**src/rtl/sac_pkg.sv**
```systemverilog
// shared constants and types of the converter control unit
package sac_pkg;
  // register indices and their byte addresses on the bus
  localparam int          SAC_ADDR_W    = 10;
  localparam logic [7:0]  SAC_CSR_IDX   = 8'h70;
  localparam logic [7:0]  SAC_HIGH_IDX  = 8'h71;
  localparam logic [7:0]  SAC_LOW_IDX   = 8'h72;
  localparam logic [9:0]  SAC_CSR_ADDR  = {SAC_CSR_IDX, 2'h0};
  localparam logic [9:0]  SAC_HIGH_ADDR = {SAC_HIGH_IDX, 2'h0};
  localparam logic [9:0]  SAC_LOW_ADDR  = {SAC_LOW_IDX, 2'h0};
  // control/status field positions and reset value
  localparam int          SAC_EOC_BIT   = 7;
  localparam int          SAC_SPEED_BIT = 6;
  localparam int          SAC_ON_BIT    = 5;
  localparam int          SAC_CH_LSB    = 0;
  localparam int          SAC_CH_W      = 4;
  localparam logic [7:0]  SAC_CSR_RESET = 8'h00;
  // result layout
  localparam int          SAC_RES_W     = 10;
  localparam logic [9:0]  SAC_RES_RESET = 10'h000;
  localparam logic [9:0]  SAC_RES_FULL  = 10'h3FF;
  localparam logic [3:0]  SAC_MSB_IDX   = 4'h9;
  // converter clock dividers: last count of /4 and /2
  localparam logic [1:0]  SAC_DIV4_LAST = 2'h3;
  localparam logic [1:0]  SAC_DIV2_LAST = 2'h1;
  // sequencer states
  typedef enum logic [1:0] {SQ_IDLE, SQ_SAMPLE, SQ_BITS} sac_seq_state_t;
endpackage : sac_pkg

```
**src/rtl/sac_clk_div.sv**
```systemverilog
// converter clock divider, one step pulse per converter clock
`timescale 1ns/1ps
module sac_clk_div (
  input  wire logic clk,     // cpu clock
  input  wire logic reset_n, // async reset, active low
  input  wire logic run,     // converter running
  input  wire logic fast,    // 1: divide by 2, 0: divide by 4
  output logic      step,    // one-cycle step pulse
  output logic      adc_clk  // divided converter clock
);
  import sac_pkg::*;

  logic [1:0] cnt;
  logic [1:0] next_cnt;
  logic       next_adc_clk;
  logic [1:0] last;

  ////////////////////////////////////////////////////////////////
  // divide by 4 or by 2 as the speed bit asks
  always_comb begin
    last         = fast ? SAC_DIV2_LAST : SAC_DIV4_LAST;
    step         = run && (cnt == last);
    next_cnt     = (!run || step) ? 2'h0 : cnt + 2'h1;
    next_adc_clk = run && (fast ? next_cnt[0] : next_cnt[1]);
  end

  always_ff @(posedge clk or negedge reset_n) begin
    if (!reset_n) begin
      cnt     <= 2'h0;
      adc_clk <= 1'b0;
    end else begin
      cnt     <= next_cnt;
      adc_clk <= next_adc_clk;
    end
  end
endmodule : sac_clk_div

```
**src/rtl/sac_sar_seq.sv**
```systemverilog
// successive-approximation sequencer, sample then ten bit decisions
`timescale 1ns/1ps
module sac_sar_seq (
  input  wire logic                            clk,           // cpu clock
  input  wire logic                            reset_n,       // async reset, active low
  input  wire logic                            run,           // converter running
  input  wire logic                            restart,       // abort and resample
  input  wire logic                            step,          // converter clock step
  input  wire logic                            comp_high,     // input above trial code
  output logic                                 sample_hold,   // sample phase
  output logic [sac_pkg::SAC_RES_W-1:0]        trial,         // code under test
  output logic                                 done,          // one-cycle end pulse
  output logic [sac_pkg::SAC_RES_W-1:0]        result         // finished code
);
  import sac_pkg::*;

  sac_seq_state_t         state;
  sac_seq_state_t         next_state;
  logic [3:0]             bit_idx;
  logic [3:0]             next_bit_idx;
  logic [SAC_RES_W-1:0]   next_trial;
  logic                   next_done;
  logic [SAC_RES_W-1:0]   next_result;

  ////////////////////////////////////////////////////////////////
  // bit decisions, most significant first, restart after each result
  always_comb begin
    next_state   = state;
    next_bit_idx = bit_idx;
    next_trial   = trial;
    next_done    = 1'b0;
    next_result  = result;
    if (!run) begin
      next_state = SQ_IDLE;
      next_trial = SAC_RES_RESET;
    end else if (restart) begin
      next_state = SQ_SAMPLE;
      next_trial = SAC_RES_RESET;
    end else begin
      unique case (state)
        SQ_IDLE: next_state = SQ_SAMPLE;
        SQ_SAMPLE: if (step) begin
          next_state   = SQ_BITS;
          next_bit_idx = SAC_MSB_IDX;
          next_trial   = SAC_RES_RESET;
          next_trial[SAC_MSB_IDX] = 1'b1;
        end
        SQ_BITS: if (step) begin
          next_trial[bit_idx] = comp_high;
          if (bit_idx == 4'h0) begin
            next_done   = 1'b1;
            next_result = next_trial;
            next_state  = SQ_SAMPLE;
          end else begin
            next_bit_idx = bit_idx - 4'h1;
            next_trial[bit_idx - 4'h1] = 1'b1;
          end
        end
      endcase
    end
  end

  always_ff @(posedge clk or negedge reset_n) begin
    if (!reset_n) begin
      state   <= SQ_IDLE;
      bit_idx <= 4'h0;
      trial   <= SAC_RES_RESET;
      done    <= 1'b0;
      result  <= SAC_RES_RESET;
    end else begin
      state   <= next_state;
      bit_idx <= next_bit_idx;
      trial   <= next_trial;
      done    <= next_done;
      result  <= next_result;
    end
  end

  assign sample_hold = (state == SQ_SAMPLE);

  ////////////////////////////////////////////////////////////////
  // helper: any low or high decision seen in this conversion
  logic saw_low;
  logic saw_high;
  always_ff @(posedge clk or negedge reset_n) begin
    if (!reset_n) begin
      saw_low  <= 1'b0;
      saw_high <= 1'b0;
    end else if (state != SQ_BITS) begin
      saw_low  <= 1'b0;
      saw_high <= 1'b0;
    end else if (step) begin
      saw_low  <= saw_low | !comp_high;
      saw_high <= saw_high | comp_high;
    end
  end
endmodule : sac_sar_seq

```
**src/rtl/sac_adc_ctrl.sv**
```systemverilog
// control, status and result registers of the converter on avalon-mm
//
// Overview of operation
// - input above high reference gives all ones result, no overflow flag
// - input below low reference gives a zero result in both data registers
// - setting converter_on enables converter; it then converts the channel continuously
// - each finished conversion sets the end flag and updates the data registers
// - end flag clears on a high data read or any control/status write
// - results are not latched; each conversion overwrites both data registers
// - new channel bits during conversion abort it, clear flag, restart
// - converter clock is cpu clock over 4, or over 2 when speed set
// - clearing converter_on disables converter and stops the conversion
// - channel bits map straight to analog input numbers 0 to 15
// - high data register returns result bits 9 to 2
// - low data register returns result bits 1 and 0, upper bits zero
// - end flag read-only, reserved bit 4 reads zero, rest read/write; register resets to zero
// - processor wait mode leaves converter operation untouched
// - halt mode disables converter; software waits to settle after wake
// - the converter raises no interrupt; completion is seen by polling
`timescale 1ns/1ps
module sac_adc_ctrl (
  input  wire logic                            clk,              // cpu clock, 250 MHz
  input  wire logic                            reset_n,          // async reset, active low
  input  wire logic [sac_pkg::SAC_ADDR_W-1:0]  address,          // byte address
  input  wire logic                            read,             // read request
  input  wire logic                            write,            // write request
  input  wire logic [31:0]                     writedata,        // write data
  input  wire logic [3:0]                      byteenable,       // byte lanes
  output logic [31:0]                          readdata,         // read data
  output logic                                 waitrequest,      // stall request
  input  wire logic                            halt_mode,        // processor in halt
  input  wire logic                            comparator_high,  // input above trial code
  output logic                                 converter_enable, // analog power on
  output logic                                 adc_clk,          // converter clock
  output logic [sac_pkg::SAC_CH_W-1:0]         channel_select,   // analog mux select
  output logic                                 sample_hold,      // sampling phase
  output logic [sac_pkg::SAC_RES_W-1:0]        sar_trial         // trial code to dac
);
  import sac_pkg::*;

  ////////////////////////////////////////////////////////////////
  // state
  logic                   ack;
  logic                   next_ack;
  logic [31:0]            next_readdata;
  logic                   speed;
  logic                   next_speed;
  logic                   conv_on;
  logic                   next_conv_on;
  logic [SAC_CH_W-1:0]    next_channel;
  logic                   eoc;
  logic                   next_eoc;
  logic [SAC_RES_W-1:0]   result;
  logic [SAC_RES_W-1:0]   next_result;
  logic                   next_enable;

  // decode and accepted accesses
  logic                   sel_csr;
  logic                   sel_high;
  logic                   sel_low;
  logic                   wr_csr;
  logic                   rd_high;
  logic                   chan_change;
  logic                   abort;
  logic                   run;
  logic [7:0]             csr_view;

  // sequencer and divider wiring
  logic                   step;
  logic                   seq_done;
  logic [SAC_RES_W-1:0]   seq_result;

  ////////////////////////////////////////////////////////////////
  // bus decode: one wait cycle, then the access is accepted
  assign sel_csr     = (address == SAC_CSR_ADDR);
  assign sel_high    = (address == SAC_HIGH_ADDR);
  assign sel_low     = (address == SAC_LOW_ADDR);
  assign waitrequest = (read || write) && !ack;
  assign wr_csr      = write && ack && byteenable[0] && sel_csr;
  assign rd_high     = read && ack && sel_high;
  // wait mode has no input here, so it cannot touch the converter
  assign run         = conv_on && !halt_mode;
  assign chan_change = writedata[SAC_CH_LSB +: SAC_CH_W] != channel_select;
  assign abort       = wr_csr && run && chan_change;
  // reserved bit 4 always reads zero
  assign csr_view    = {eoc, speed, conv_on, 1'b0, channel_select};

  ////////////////////////////////////////////////////////////////
  // bus handshake and read data capture
  always_comb begin
    next_ack      = (read || write) && !ack;
    next_readdata = readdata;
    if (read && !ack) begin
      next_readdata = 32'h0000_0000;
      unique case (1'b1)
        sel_csr:  next_readdata[7:0] = csr_view;
        sel_high: next_readdata[7:0] = result[SAC_RES_W-1:2];
        sel_low:  next_readdata[1:0] = result[1:0];
        default:  next_readdata = 32'h0000_0000;
      endcase
    end
  end

  always_ff @(posedge clk or negedge reset_n) begin
    if (!reset_n) begin
      ack      <= 1'b0;
      readdata <= 32'h0000_0000;
    end else begin
      ack      <= next_ack;
      readdata <= next_readdata;
    end
  end

  ////////////////////////////////////////////////////////////////
  // control/status register, end flag and data registers
  always_comb begin
    next_speed   = speed;
    next_conv_on = conv_on;
    next_channel = channel_select;
    next_eoc     = eoc;
    next_result  = result;
    if (wr_csr) begin
      next_speed   = writedata[SAC_SPEED_BIT];
      next_conv_on = writedata[SAC_ON_BIT];
      next_channel = writedata[SAC_CH_LSB +: SAC_CH_W];
    end
    if (wr_csr || rd_high) begin
      next_eoc = 1'b0;
    end
    // a finishing conversion wins over a clear in the same cycle
    if (seq_done) begin
      next_eoc    = 1'b1;
      next_result = seq_result;
    end
    next_enable = run;
  end

  always_ff @(posedge clk or negedge reset_n) begin
    if (!reset_n) begin
      speed            <= SAC_CSR_RESET[SAC_SPEED_BIT];
      conv_on          <= SAC_CSR_RESET[SAC_ON_BIT];
      channel_select   <= SAC_CSR_RESET[SAC_CH_LSB +: SAC_CH_W];
      eoc              <= SAC_CSR_RESET[SAC_EOC_BIT];
      result           <= SAC_RES_RESET;
      converter_enable <= 1'b0;
    end else begin
      speed            <= next_speed;
      conv_on          <= next_conv_on;
      channel_select   <= next_channel;
      eoc              <= next_eoc;
      result           <= next_result;
      converter_enable <= next_enable;
    end
  end

  ////////////////////////////////////////////////////////////////
  // converter clock and bit sequencer; no interrupt output exists
  sac_clk_div u_div (
    .clk     (clk),
    .reset_n (reset_n),
    .run     (run),
    .fast    (speed),
    .step    (step),
    .adc_clk (adc_clk)
  );

  // completion only shows in the end flag, polled by software
  sac_sar_seq u_seq (
    .clk         (clk),
    .reset_n     (reset_n),
    .run         (run),
    .restart     (abort),
    .step        (step),
    .comp_high   (comparator_high),
    .sample_hold (sample_hold),
    .trial       (sar_trial),
    .done        (seq_done),
    .result      (seq_result)
  );
endmodule : sac_adc_ctrl

```
**config.mk**
```make
export PLATFORM = sky130hd
export DESIGN_NAME = sac_adc_ctrl
export DESIGN_NICKNAME = d
export VERILOG_FILES = /design/src/rtl/sac_pkg.sv /design/src/rtl/sac_clk_div.sv /design/src/rtl/sac_sar_seq.sv /design/src/rtl/sac_adc_ctrl.sv
export SDC_FILE = /design/constraint.sdc
export NUM_CORES = 1
export LEC_CHECK = 0
export ABC_AREA = 1
export BUFFER_PORTS_ARGS = -buffer_cell sky130_fd_sc_hd__buf_4
export CORE_MARGIN = 2
export CORE_UTILIZATION = 45
export CTS_BUF_LIST = sky130_fd_sc_hd__clkbuf_16
export DETAILED_ROUTE_END_ITERATION = 7
export PLACE_DENSITY = 0.8
export SYNTH_ARGS = -nofsm -noshare
export SYNTH_HDL_FRONTEND = slang
export SYNTH_SLANG_ARGS = --single-unit
```
**constraint.sdc**
```tcl
create_clock -name clk -period 1.7 [get_ports clk]
set_input_delay 0.17 -clock clk [delete_from_list [all_inputs] [get_ports clk]]
set_output_delay 0.17 -clock clk [all_outputs]
set_load 0.02 [all_outputs]
```
==> results.txt <==
The startpoint identified for the worst register-to-register timing path is u_seq.bit_idx[0]$_DFFE_PN0P_. The remaining number of nets flagged by the antenna check after routing is 0. The power density of the placed cells came out at 1270 mW/mm^2. After layout, the worst path uses 93.8% of the clock period. The analysis attributes to cell leakage a power of about 2.1 nW. The number of hold violations in the final report is 0. The relative max-transition margin came out at 53.5%.

The remaining global-route overflow is 0. The worst reg2reg path depth is 8. 0 antenna diodes ended up in the layout. The pin slew with the least headroom to its limit is 0.698 ns. Global routing used 19.2% of the available tracks across all layers. The layout overhead on the synthesized area came out at 28.6%.

During placement, the flow inserted port buffers numbering 48. The number of antenna violations at the first check in global routing is 0. The count of boundary I/O pins came out at 102. The number of library cell types mapped by synthesis is 35.

After layout, the minimum clock period comes to 1.59 ns. The cell area after synthesis is 0.00314 mm^2. The floorplan die area came out at roughly 0.0077 mm^2.

The setup check on the worst reg-to-reg path leaves a slack of between 0.1 and 0.15 ns. The count of vias placed by the detailed router came out at roughly 2800. The clock skew after layout is 0.00523 ns. The core utilization of the finished layout came out at about three fifths.

The worst hold path passes through 2 cells. The fraction of layout instances using a drive strength above 1 came out at around a quarter. The global-route wire length before repair came out at ~12 mm. The via count of the first global-routing pass is about 2600. The filler cells instantiated in the layout total 605.

For this run, design rule violations remaining after detail routing come to 0. For the worst setup path, the data arrival time is 1.80 ns. The timing-limited maximum frequency is 627 MHz. After clock tree synthesis, the clock-pin slew on the worst setup and hold paths is 0.05 ns. The initial core utilization is 46.3%. The floorplan die width came out at 87.6 um. The launch instance of the worst min-delay path is halt_mode. For hold timing, the worst endpoint is converter_enable$_DFF_PN0_.

Yosys attributes the largest share of cell area to dfrtp_1 45%, nand2_1 17%, buf_4 6.0%. The HPWL after detailed placement came out at 5.03 mm. The synthesized area per cell came out at 7.82 um^2. At the worst endpoint, the required time is 1.90 ns. The number of endpoints failing setup at the final stage is 0.

Using the TritonRoute via totals, the vias-per-cell ratio works out to 4.76. The clock insertion delay at the later pin of the skew report came out at 0.32 ns. Summing all placed instances gives a cell area of 0.00367 mm^2. The iteration count of the initial detailed-routing pass is 4. In this run the vertical extent of the chip is around 90 um.

Clock tree synthesis inserted a total of 9 buffers. The routability congestion estimate from global placement came out at 0.852. After detailed routing, the total wire length is 7.03 mm. VDD sags by at most between 0.8 and 0.9 mV.

The maximum number of pins on one net before global-route repair is 58. The critical path in this run is classified as register to register. The register area share after synthesis is 45.4%. The deepest level of the CTS H-tree is 3.

Dividing the detail-routed wire length by the instance count gives 12.1 um. The kind of end point of the critical path is a register. The root buffer cell chosen for the clock tree is clkbuf_16.

The buffer levels on the longest clock path is 2. The final instance area is 0.00404 mm^2. The core region is 0.00679 mm^2. The number of warnings issued by yosys came out at 0. TritonCTS built the clock tree.

In this run the biggest area consumer among cell types represents 45.4% of the synthesized area. The number of placement rows is 30. The total instance count after detailed placement came out at 561. The flow ran to the end, and the final reports show no timing, DRC or antenna violations. Counting flops and latches in the post-synthesis netlist gives between 50 and 60. In the synthesized netlist, the number of instances is 402. Before CTS, the worst setup slack after placement is about 0.045 ns. The number of DRC markers after the initial detailed-route iteration came out at about 130. The startpoint kind of the worst setup timing path is a register. Summed over all instances, the cell type with the most area after synthesis is dfrtp_1. The count of cells in the finished layout, fillers not included, comes to 582. The number of slew-limit violations in the final report came out at 0. The final worst-path setup slack is roughly 0.11 ns. In this run the worst path has a maximum fanout of 4. The path class of the tightest hold or removal check is primary input to register. The number of clock sinks came out at 57. The end of the worst register-to-register path is u_seq.trial[6]$_DFFE_PN0P_. The max-capacitance violation count is 0. The count of nets after finishing is 540.
cell usage after synthesis (all sizes together):
library cell	instances
nand3	17
dfrtp	57
o21ai	28
buf	29
a211oi	3
o211ai	3
o21a	1
conb	1
or2	2
clkinv	1
a31oi	5
nor4	1
nor3	6
inv	36
nand2	146
o21bai	1
nor2	34
a21oi	11
ha	6
nand4	11
clkbuf	3
per-stage QoR:
stage / power, mW / setup TNS [ns] / hold WS (ns)
2_1_floorplan: 2.79 / 0 / -0.126
3_3_place_gp: 3.43 / 0 / 0.261
4_1_cts: 5.02 / 0 / 0.0244
5_1_grt: 5.47 / -0.00996 / 0.0287
6_report: 5.13 / 0 / 0.0348
3_5_place_dp: 3.47 / 0 / 0.271
worst max path at each step:
stage,start,to,slack (ns)
2_1_floorplan,u_seq.bit_idx[0]$_DFFE_PN0P_,u_seq.result[9]$_DFFE_PN0P_,0.08
3_3_place_gp,u_seq.state[0]$_DFFE_PN0P_,u_seq.trial[0]$_DFFE_PN0P_,0.08
3_5_place_dp,u_seq.state[0]$_DFFE_PN0P_,u_seq.trial[9]$_DFFE_PN0P_,0.05
4_1_cts,u_seq.state[0]$_DFFE_PN0P_,u_seq.trial[9]$_DFFE_PN0P_,0.03
5_1_grt,channel_select[2]$_DFFE_PN0P_,u_seq.result[9]$_DFFE_PN0P_,-0.01
6_report,u_seq.bit_idx[0]$_DFFE_PN0P_,u_seq.trial[6]$_DFFE_PN0P_,0.11
routing by layer:
layer / track usage, % / up-vias / routed length [um]
li1: - / 1401 / -
met1: 24.1 / 1275 / 3010
met2: 32.4 / 93 / 3550
met3: 5.18 / 4 / 442
met4: 5.87 / 0 / 26
met5: 0 / - / 0
critical path: stages, from the launching register on:
cell and delay, ns:
dfrtp_1 0.38, inv_1 0.12, buf_4 0.14, ha_1 0.23, nand3_1 0.15, a21oi_2 0.20
o21ai_0 0.10, nand4_1 0.10, nand2_1 0.05
area by class of cell:
type	count	area, um^2	area share [%]
clock buffers	9	225	5.57
clock inverters	6	28.8	0.712
inverters	37	139	3.44
multi-input cells	300	1500	37.0
flip-flops and latches	57	1430	35.3
well taps	96	120	2.97
repair buffers	77	606	15.0
kinds of logic (layout without fill, tap and decap cells):
kind of cell             after synthesis  count (layout)  synth area share [%]
AO/OA/AOI/OAI                         52              52                  10.8
adder cells (fa/ha/maj)                6               6                  2.39
buffers and inverters                 69             129                  11.7
flip-flops                            57              57                  45.4
other                                  1              24                 0.119
AND/OR/NAND/NOR                      217             218                  29.5
flip-flops by register name (all words and copies together), names as in the netlist, 2 cells and up:
signal,count
u_seq.state,2
readdata,8
result,10
u_seq.bit_idx,4
channel_select,4
u_seq.result,10
u_div.cnt,2
u_seq.trial,10
repair_timing:
action                                  4_1_cts  5_1_grt
buffers inserted                              0        4
gates resized for setup                       0       12
hold buffers                                  1        0
endpoints found under the setup margin        0       24
endpoints found under the hold margin        57        0
placed cells by master (no fill, tap or decap):
cell type | synthesis | layout
o21a_2 | 1 | 1
ha_1 | 6 | 4
nor4_1 | 1 | 1
o21bai_1 | 1 | 1
nand2_1 | 144 | 142
buf_12 | 0 | 2
a21oi_1 | 9 | 8
a211oi_1 | 3 | 2
a21oi_4 | 2 | 2
ha_4 | 0 | 2
nor2_4 | 1 | 1
nand4_2 | 1 | 1
dfrtp_1 | 57 | 57
inv_1 | 35 | 36
nand2_4 | 1 | 1
a21oi_2 | 0 | 1
nor2_2 | 4 | 6
inv_2 | 1 | 2
nor3_2 | 1 | 1
nand2_2 | 1 | 3
o21ai_0 | 16 | 16
clkbuf_16 | 0 | 9
clkinv_1 | 1 | 2
nor3_4 | 1 | 1
nand2_8 | 0 | 1
nor3_1 | 4 | 4
buf_4 | 25 | 74
nand4_1 | 10 | 10
o21ai_1 | 4 | 4
nor2_1 | 29 | 27
dlygate4sd3_1 | 0 | 1
o211ai_1 | 3 | 3
or2_2 | 2 | 2
clkinv_2 | 0 | 2
a31oi_1 | 5 | 5
a211oi_2 | 0 | 1
o21ai_2 | 8 | 8
clkinvlp_4 | 0 | 1
nand3_1 | 17 | 17
conb_1 | 1 | 24
power by group:
group,internal [mW],switching [mW]
registers,1.51,0.141
logic,0.800,1.15
clock network,0.952,0.573
Power figures use the tool's default switching activity.
